==> src/core/csr_pkg.sv <==
/*
  Shared constants and types for the configuration start and reset control.
  Assumes a single 40 MHz pclk and a 32-bit APB register port.
*/
package csr_pkg;

  localparam int APB_AW = 8;
  localparam logic [7:0] CTRL_OFS = 8'h00;
  localparam logic [7:0] STAT_OFS = 8'h04;

  localparam int CTRL_START_BIT = 0;
  localparam int CTRL_PROGRAM_INSTRUCTION_BIT = 1;

  localparam int STAT_READY_BIT = 0;
  localparam int STAT_AUTO_BIT = 1;
  localparam int STAT_WAIT_N_BIT = 2;
  localparam int STAT_BYPASS_BIT = 3;
  localparam int STAT_STATE_LSB = 4;
  localparam int STAT_START_BIT = 6;
  localparam int STAT_PROGRAM_INSTRUCTION_BIT = 7;

  localparam logic [31:0] ZERO32 = 32'h0000_0000;
  localparam logic CARD_ATTR_IDLE = 1'b1;

  localparam int CLK_NS = 25;
  localparam int POR_NS = 1000;
  localparam int PROGRAM_INSTRUCTION_NS = 500;
  // Least times, rounded up to whole cycles
  localparam int POR_CYC = (POR_NS + CLK_NS - 1) / CLK_NS;
  localparam int PROGRAM_INSTRUCTION_CYC = (PROGRAM_INSTRUCTION_NS + CLK_NS - 1) / CLK_NS;

  typedef enum logic [1:0] {
    ST_IDLE = 2'b00,
    ST_PROGRAM_INSTRUCTION = 2'b01,
    ST_WAIT = 2'b11,
    ST_LOAD = 2'b10
  } csr_state_t;

  typedef struct packed {
    logic auto_start;
    logic bypass;
    logic por_reset;
    logic ready;
    logic card_wait_n;
  } csr_pins_t;

endpackage

==> src/core/csr_sync.sv <==
/*
  Two-flop synchroniser for a group of slow pin levels.
  Assumes inputs are quasi-static levels from outside the pclk domain.
*/
`timescale 1ns/10ps
`default_nettype none
module csr_sync #(
  parameter int W = 1,
  parameter logic [W-1:0] INIT = '0
) (
  input wire logic pclk,
  input wire logic presetn,
  input wire logic [W-1:0] d,
  output logic [W-1:0] q
);
  logic [W-1:0] meta_q;

  always_ff @(posedge pclk or negedge presetn) begin
    if (!presetn) begin
      meta_q <= INIT;
      q <= INIT;
    end else begin
      meta_q <= d;
      q <= meta_q;
    end
  end
endmodule
`default_nettype wire

==> src/core/csr_por.sv <==
/*
  Power-on reset source selection: internal timed reset or board reset.
  Assumes bypass and board reset are already synchronised to pclk.
*/
`timescale 1ns/10ps
`default_nettype none
module csr_por #(
  parameter int POR_CYCLES = csr_pkg::POR_CYC
) (
  input wire logic pclk,
  input wire logic presetn,
  input wire logic bypass,
  input wire logic ext_reset,
  output logic core_rst_q
);
  localparam int CW = $clog2(POR_CYCLES + 1);
  localparam logic [CW-1:0] LIM = CW'(POR_CYCLES);

  logic [CW-1:0] cnt_q;
  logic int_busy;

  assign int_busy = (cnt_q != LIM);

  always_ff @(posedge pclk or negedge presetn) begin
    if (!presetn) begin
      cnt_q <= '0;
    end else if (int_busy) begin
      cnt_q <= cnt_q + CW'(1);
    end
  end

  // Bypass hands the whole reset decision to the board
  always_ff @(posedge pclk or negedge presetn) begin
    if (!presetn) begin
      core_rst_q <= 1'b1;
    end else begin
      core_rst_q <= bypass ? ext_reset : int_busy;
    end
  end
endmodule
`default_nettype wire

==> src/core/csr_top.sv <==
/*
  Configuration start and reset control with an APB register port.
  Assumes pclk at 40 MHz, pins asynchronous, and an external loader that
  shifts data while load_en_out is high and pulses load_done_in at the end.
*/
// Added by the designer: register access over APB and the placing of the registers.
`timescale 1ns/10ps
`default_nettype none
module csr_top #(
  parameter int POR_CYCLES = csr_pkg::POR_CYC,
  parameter int PROGRAM_INSTRUCTION_CYCLES = csr_pkg::PROGRAM_INSTRUCTION_CYC
) (
  input wire logic pclk,
  input wire logic presetn,
  input wire logic psel,
  input wire logic penable,
  input wire logic pwrite,
  input wire logic [csr_pkg::APB_AW-1:0] paddr,
  input wire logic [31:0] pwdata,
  output logic [31:0] prdata,
  output logic pready,
  output logic pslverr,
  input wire logic auto_start_select_in,
  input wire logic por_bypass_in,
  input wire logic por_reset_in,
  input wire logic target_ready_in,
  input wire logic card_wait_in,
  input wire logic load_done_in,
  output logic target_program_out,
  output logic target_program_oe_n,
  output logic card_attr_select_out,
  output logic por_test_out,
  output logic load_en_out
);
  localparam int PW = $clog2(PROGRAM_INSTRUCTION_CYCLES + 1);
  localparam logic [PW-1:0] PROGRAM_INSTRUCTION_LIM = PW'(PROGRAM_INSTRUCTION_CYCLES);

  csr_pkg::csr_pins_t pins_raw;
  csr_pkg::csr_pins_t pins_s;
  csr_pkg::csr_state_t state_q;
  csr_pkg::csr_state_t state_d;
  logic core_rst;
  logic core_rst_prev_q;
  logic auto_go;
  logic start_q;
  logic program_instruction_q;
  logic program_instruction_only_q;
  logic program_instruction_low_q;
  logic load_en_q;
  logic por_test_q;
  logic [PW-1:0] program_instruction_cnt_q;
  logic [31:0] prdata_q;
  logic setup;
  logic wr;
  logic hit_ctrl;
  logic hit_stat;
  logic take;

  assign pins_raw = '{auto_start: auto_start_select_in,
                      bypass: por_bypass_in,
                      por_reset: por_reset_in,
                      ready: target_ready_in,
                      card_wait_n: card_wait_in};

  csr_sync #(
    .W($bits(csr_pkg::csr_pins_t)),
    .INIT(5'h01)
  ) u_sync (
    .pclk(pclk),
    .presetn(presetn),
    .d(pins_raw),
    .q(pins_s)
  );

  csr_por #(
    .POR_CYCLES(POR_CYCLES)
  ) u_por (
    .pclk(pclk),
    .presetn(presetn),
    .bypass(pins_s.bypass),
    .ext_reset(pins_s.por_reset),
    .core_rst_q(core_rst)
  );

  // APB: zero wait states, data fetched in the setup cycle
  assign setup = psel & ~penable;
  assign wr = psel & penable & pwrite;
  assign hit_ctrl = (paddr == csr_pkg::CTRL_OFS);
  assign hit_stat = (paddr == csr_pkg::STAT_OFS);
  assign pready = 1'b1;
  assign pslverr = psel & penable & ~(hit_ctrl | hit_stat);
  assign prdata = prdata_q;

  always_ff @(posedge pclk or negedge presetn) begin
    if (!presetn) begin
      prdata_q <= csr_pkg::ZERO32;
    end else if (setup) begin
      prdata_q <= csr_pkg::ZERO32;
      if (hit_ctrl) begin
        prdata_q[csr_pkg::CTRL_START_BIT] <= start_q;
        prdata_q[csr_pkg::CTRL_PROGRAM_INSTRUCTION_BIT] <= program_instruction_q;
      end else if (hit_stat) begin
        prdata_q[csr_pkg::STAT_READY_BIT] <= pins_s.ready;
        prdata_q[csr_pkg::STAT_AUTO_BIT] <= pins_s.auto_start;
        prdata_q[csr_pkg::STAT_WAIT_N_BIT] <= pins_s.card_wait_n;
        prdata_q[csr_pkg::STAT_BYPASS_BIT] <= pins_s.bypass;
        prdata_q[csr_pkg::STAT_STATE_LSB +: 2] <= state_q;
        prdata_q[csr_pkg::STAT_START_BIT] <= start_q;
        prdata_q[csr_pkg::STAT_PROGRAM_INSTRUCTION_BIT] <= program_instruction_low_q;
      end
    end
  end

  // One-shot at the end of the reset sequence
  always_ff @(posedge pclk or negedge presetn) begin
    if (!presetn) begin
      core_rst_prev_q <= 1'b1;
    end else begin
      core_rst_prev_q <= core_rst;
    end
  end

  assign auto_go = core_rst_prev_q & ~core_rst & pins_s.auto_start;
  assign take = (state_q == csr_pkg::ST_IDLE) & ~core_rst;

  // Host requests: a write in the same cycle as the take wins
  always_ff @(posedge pclk or negedge presetn) begin
    if (!presetn) begin
      start_q <= 1'b0;
      program_instruction_q <= 1'b0;
    end else if (core_rst) begin
      start_q <= 1'b0;
      program_instruction_q <= 1'b0;
    end else begin
      if (wr && hit_ctrl && pwdata[csr_pkg::CTRL_START_BIT]) begin
        start_q <= 1'b1;
      end else if (take) begin
        start_q <= 1'b0;
      end
      if (wr && hit_ctrl && pwdata[csr_pkg::CTRL_PROGRAM_INSTRUCTION_BIT]) begin
        program_instruction_q <= 1'b1;
      end else if (take && !start_q) begin
        program_instruction_q <= 1'b0;
      end
    end
  end

  always_comb begin
    state_d = state_q;
    case (state_q)
      csr_pkg::ST_IDLE: begin
        if (auto_go || start_q || program_instruction_q) begin
          state_d = csr_pkg::ST_PROGRAM_INSTRUCTION;
        end
      end
      csr_pkg::ST_PROGRAM_INSTRUCTION: begin
        if (program_instruction_cnt_q == PROGRAM_INSTRUCTION_LIM) begin
          state_d = program_instruction_only_q ? csr_pkg::ST_IDLE : csr_pkg::ST_WAIT;
        end
      end
      csr_pkg::ST_WAIT: begin
        if (pins_s.ready) begin
          state_d = csr_pkg::ST_LOAD;
        end
      end
      csr_pkg::ST_LOAD: begin
        if (load_done_in) begin
          state_d = csr_pkg::ST_IDLE;
        end else if (!pins_s.ready) begin
          state_d = csr_pkg::ST_WAIT;
        end
      end
      default: begin
        state_d = csr_pkg::ST_IDLE;
      end
    endcase
  end

  always_ff @(posedge pclk or negedge presetn) begin
    if (!presetn) begin
      state_q <= csr_pkg::ST_IDLE;
      program_instruction_low_q <= 1'b0;
      load_en_q <= 1'b0;
    end else if (core_rst) begin
      state_q <= csr_pkg::ST_IDLE;
      program_instruction_low_q <= 1'b0;
      load_en_q <= 1'b0;
    end else begin
      state_q <= state_d;
      program_instruction_low_q <= (state_d == csr_pkg::ST_PROGRAM_INSTRUCTION);
      load_en_q <= (state_d == csr_pkg::ST_LOAD);
    end
  end

  // Program-only request returns to idle without loading
  always_ff @(posedge pclk or negedge presetn) begin
    if (!presetn) begin
      program_instruction_only_q <= 1'b0;
    end else if (take) begin
      program_instruction_only_q <= program_instruction_q & ~start_q & ~auto_go;
    end
  end

  always_ff @(posedge pclk or negedge presetn) begin
    if (!presetn) begin
      program_instruction_cnt_q <= '0;
    end else if (state_q == csr_pkg::ST_PROGRAM_INSTRUCTION && !core_rst) begin
      program_instruction_cnt_q <= program_instruction_cnt_q + PW'(1);
    end else begin
      program_instruction_cnt_q <= '0;
    end
  end

  always_ff @(posedge pclk or negedge presetn) begin
    if (!presetn) begin
      por_test_q <= 1'b1;
    end else begin
      por_test_q <= core_rst;
    end
  end

  // Open drain: only ever drives low, released otherwise
  assign target_program_out = 1'b0;
  assign target_program_oe_n = ~program_instruction_low_q;
  assign card_attr_select_out = csr_pkg::CARD_ATTR_IDLE;
  assign por_test_out = por_test_q;
  assign load_en_out = load_en_q;

  property p_attr_high;
    @(posedge pclk) disable iff (!presetn)
    card_attr_select_out == 1'b1;
  endproperty
  a_attr_high: assert property (p_attr_high)
    else $error("card select left high level");

  property p_no_self_start;
    @(posedge pclk) disable iff (!presetn)
    (state_q == csr_pkg::ST_IDLE && !start_q && !program_instruction_q && !auto_go)
      |=> state_q == csr_pkg::ST_IDLE;
  endproperty
  a_no_self_start: assert property (p_no_self_start)
    else $error("configuration began without a request");

  property p_auto_start;
    @(posedge pclk) disable iff (!presetn)
    auto_go |=> state_q == csr_pkg::ST_PROGRAM_INSTRUCTION ##1 !target_program_oe_n;
  endproperty
  a_auto_start: assert property (p_auto_start)
    else $error("automatic start missing after reset");

  property p_program_instruction_pin;
    @(posedge pclk) disable iff (!presetn)
    $fell(target_program_oe_n) |-> state_q == csr_pkg::ST_PROGRAM_INSTRUCTION
      ##1 !target_program_oe_n [*2];
  endproperty
  a_program_instruction_pin: assert property (p_program_instruction_pin)
    else $error("program pin pulse wrong");

  property p_ready_gate;
    @(posedge pclk) disable iff (!presetn)
    $rose(load_en_out) |-> $past(pins_s.ready);
  endproperty
  a_ready_gate: assert property (p_ready_gate)
    else $error("loading began while targets not ready");

  property p_not_ready_stops;
    @(posedge pclk) disable iff (!presetn)
    (load_en_out && !pins_s.ready && !load_done_in && !core_rst)
      |=> !load_en_out;
  endproperty
  a_not_ready_stops: assert property (p_not_ready_stops)
    else $error("loading continued while targets clearing");

  property p_bypass_release;
    @(posedge pclk) disable iff (!presetn)
    (pins_s.bypass && !pins_s.por_reset) |=> !core_rst;
  endproperty
  a_bypass_release: assert property (p_bypass_release)
    else $error("internal reset not bypassed");

  property p_board_reset;
    @(posedge pclk) disable iff (!presetn)
    (pins_s.bypass && pins_s.por_reset) |=> core_rst
      ##1 (state_q == csr_pkg::ST_IDLE && !load_en_out && por_test_out);
  endproperty
  a_board_reset: assert property (p_board_reset)
    else $error("board reset did not reset the block");

  property p_por_test;
    @(posedge pclk) disable iff (!presetn)
    $fell(core_rst) |=> !por_test_out;
  endproperty
  a_por_test: assert property (p_por_test)
    else $error("reset test output not low after reset");

  c_auto: cover property (@(posedge pclk) disable iff (!presetn) auto_go);
  c_host: cover property (@(posedge pclk) disable iff (!presetn)
    wr && hit_ctrl && !pins_s.auto_start);
  c_load: cover property (@(posedge pclk) disable iff (!presetn)
    load_en_out && load_done_in);
  c_bypass: cover property (@(posedge pclk) disable iff (!presetn)
    pins_s.bypass && pins_s.por_reset);
endmodule
`default_nettype wire

==> config.mk <==
export PLATFORM = sky130hd
export DESIGN_NAME = csr_top
export DESIGN_NICKNAME = d
export VERILOG_FILES = /design/src/core/csr_pkg.sv /design/src/core/csr_sync.sv /design/src/core/csr_por.sv /design/src/core/csr_top.sv
export SDC_FILE = /design/constraint.sdc
export NUM_CORES = 1
export LEC_CHECK = 0
export BUFFER_PORTS_ARGS = -buffer_cell sky130_fd_sc_hd__buf_2
export CAP_MARGIN = 20
export CORE_UTILIZATION = 40
export DETAILED_ROUTE_END_ITERATION = 8
export PLACE_DENSITY = 0.85
export SYNTH_ARGS = -nofsm -noshare
export SYNTH_HDL_FRONTEND = slang
export SYNTH_SLANG_ARGS = --single-unit
==> constraint.sdc <==
create_clock -name pclk -period 1.6 [get_ports pclk]
set_clock_uncertainty 0.2 [all_clocks]
set_input_delay 0.32 -clock pclk [delete_from_list [all_inputs] [get_ports pclk]]
set_output_delay 0.32 -clock pclk [all_outputs]
set_load 0.005 [all_outputs]
==> results by group <==
STA
  • RSZ-0062 raised after global routing: yes
  • Final setup TNS: -851 ps
  • Final worst-path cycle share: 1.14
  • Fmax: 0.547 GHz
  • Minimum clock period: 1830 ps
  • Setup violators final: 7
  • Slew Limit Fails: 0
  • Final WS setup: -228 ps
  • Count of final hold-check violations: 0

Cells and area
  • Most common cell after layout, fill and taps aside: dfrtp_1
  • Finished Cell Area: about 2100 um^2
  • Multi-input gate area: roughly 660 um^2
  • # diodes: 0
  • Area grow syn2layout: 23.1%
  • FF+latch area: ~960 um^2
  • Most frequent cells in the layout: dfrtp_1, buf_2, conb_1
  • Layout cells sized above 1: 0.340
  • Final net count: between 200 and 300
  • Fillcell total: 367

Worst setup path
  • R2R Path End: program_instruction_low_q
  • R2R setup slack: ~90 ps
  • Kind of critical path: in -> out
  • Worst reg2reg path startpoint: program_instruction_cnt_q[0]
  • Crit path to: pslverr
  • Critical path cell sequence: buf_6 > or4_4 > nor4_4 > nor2_1 > buf_2
  • Crit path DAT: between 1000 and 1500 ps
  • R2R depth: 6
  • Slowest cell on crit path: or4_4
  • Crit path from: paddr[6]
  • CP max FO: 2
  • Startpoint class of the critical path: input port
  • Setup crit end kind: primary output
  • Worst stage delay on the critical path: 530 ps
  • Data required, critical path: around 1100 ps

Floorplan
  • Initial Util: 0.423
  • Ports: 90
  • Core area: between 4000 and 5000 um^2
  • Die Height: 67.8 um
  • Die Area: 4590 um^2
  • DIE WIDTH: between 60 and 70 um
  • Row Count: 23

Detailed routing
  • Initial DRC Count: 35
  • Via count: 1116
  • Routed vias/inst: around 4.5
  • 1st-pass router iterations: 3
  • Routed WL: 2.82 mm
  • DR WL/cell: between 10 and 15 um
  • # DRC: 0
  • Antenna viol nets, final: 0

Power and ir drop
  • Switching Share: 0.216
  • Combinational share of power: 0.081
  • Switch Pwr: between 0.0004 and 0.0005 W
  • Seq pwr share: 0.528
  • Clock share of power: 0.391
  • Pleak: between 1 and 1.5 nW
  • Internal power: ~0.0015 W
  • VDD IR max: approximately 0.00051 V
  • Power Density: about 890 nW/um^2

Clocking
  • Clock Path Buffers: 2
  • Clock H-tree levels: 2
  • Worst-path clk slew: around 70 ps
  • CTS Sinks: 38
  • Skew-Pair Late Insertion Delay: between 200 and 300 ps
  • TritonCTS Buffers: 5
  • CTS Root Cell: clkbuf_8
  • CTS tree: done

Logic synthesis
  • Avg Cell Area, Syn: between 10 and 15 um^2
  • Mapped Cells: between 150 and 200
  • Yosys reg bits: 38
  • Post-synth EDFFs: 0
  • Yosys warnings: 0
  • Ys flop type: dfrtp_1
  • Register area share after synthesis: 0.552
  • Fraction of registers with async set/reset: 1.00
  • Synth Cell Area: between 1500 and 2000 um^2
  • Distinct cells, synth: 32

Worst hold path
  • Hold path depth: 3
  • Hold crit path type: in -> reg

Global route
  • Gr ovfl total: 0
  • Largest net degree at the start of global routing: 39
  • First-pass GRT wire length: 4.46 mm
  • GRT Total Usage: 0.141
  • Vias in the first global route: approximately 1.0k
  • Initial antenna violation count: 0

Placement
  • Area post-placement: around 1900 um^2
  • HPWL Detailed: 2.00 mm
  • # port buffers: 32
  • Final GP Congestion: a little under 0.8

Run status
  • Status: finished with violations
  • Failing checks: setup timing

Run
  • Max-cap violation count: 0
## cells by family (layout without fill, tap and decap cells)
family,Yosys count,in the layout,share of synthesized area
buffers and inverters,40,64,0.148
flip-flops,38,38,0.552
AND/OR/NAND/NOR,37,37,0.128
AO/OA/AOI/OAI,19,19,0.0803
XOR/XNOR,8,8,0.0405
adder cells (fa/ha/maj),4,4,0.0289
multiplexers,3,3,0.0181
other,2,27,0.00434
## state kept, by name (all words and copies together) (netlist names), 2 cells and up
name / count
state_q: 2
prdata: 8
program_instruction_cnt_q: 5
u_por.cnt_q: 6
u_sync.q: 5
u_sync.meta_q: 5
## cells in the mapped netlist (3+ instances only)
cell / number / area, um^2
ha_1: 4 / 50.1
clkbuf_1: 3 / 11.3
xor2_1: 3 / 26.3
dfstp_2: 4 / 105
o21ai_0: 4 / 20.0
inv_1: 9 / 33.8
dfrtp_1: 34 / 851
xnor2_1: 5 / 43.8
a22o_2: 6 / 60.1
a21oi_1: 5 / 25.0
nor2_1: 10 / 37.5
nand2_1: 4 / 15.0
nor3_1: 4 / 20.0
nand3_1: 6 / 30.0
buf_4: 28 / 210
## cell type report
type,count,share of cell area
repair buffers,47,0.146
multi-input cells,98,0.309
flip-flops and latches,38,0.449
well taps,50,0.0294
inverters,9,0.0159
clock buffers,8,0.0517
## what timing repair did
item / in CTS / in global routing
hold endpoints to repair: 39 / 0
pin swaps: 2 / 8
buffers inserted: 8 / 3
resized for setup: 2 / 8
endpoints found under the setup margin: 7 / 13
hold buffers: 6 / 0
## how the worst min path moves through the flow
stage | slack, ps | endpoint | from
2_1_floorplan | -180 | load_en_out | presetn
3_5_place_dp | 100 | prdata[7] | presetn
4_1_cts | 90 | start_q | pwdata[0]
5_1_grt | 80 | start_q | pwdata[0]
6_report | 100 | start_q | pwdata[0]
3_3_place_gp | 100 | prdata[7] | presetn
## critical path, delay by kind of cell
kind | cells | cell delay, ps
and+or+nand+nor | 3 | 770
buffers and inverters | 2 | 220
## power by group through the flow
stage	Sequential (W)	Combinational (W)	Clock [W]
2_1_floorplan	0.00102	0.000105	0
3_3_place_gp	0.00102	0.000130	0
3_5_place_dp	0.00102	0.000135	0
4_1_cts	0.00100	0.000148	0.000781
5_1_grt	0.00101	0.000178	0.000822
6_report	0.00101	0.000154	0.000745
## stage by stage
stage | power (W) | setup slack [ps] | hold WS, ps | std cells | util
5_1_grt | 0.00201 | -281 | 84.9 | 250 | 0.521
3_5_place_dp | 0.00116 | -364 | 102 | 233 | 0.461
6_report | 0.00190 | -228 | 101 | 250 | 0.521
3_3_place_gp | 0.00115 | -301 | 98.9 | 233 | 0.461
2_1_floorplan | 0.00112 | -203 | -176 | 176 | -
4_1_cts | 0.00193 | -230 | 91.9 | 248 | 0.506
## layer usage
metal | part of all wire | GRT usage
met1 | 0.43 | 0.149
met4 | 0.021 | 0.0859
met5 | 0 | 0
met3 | 0.066 | 0.0608
met2 | 0.48 | 0.231
Power figures use the tool's default switching activity.
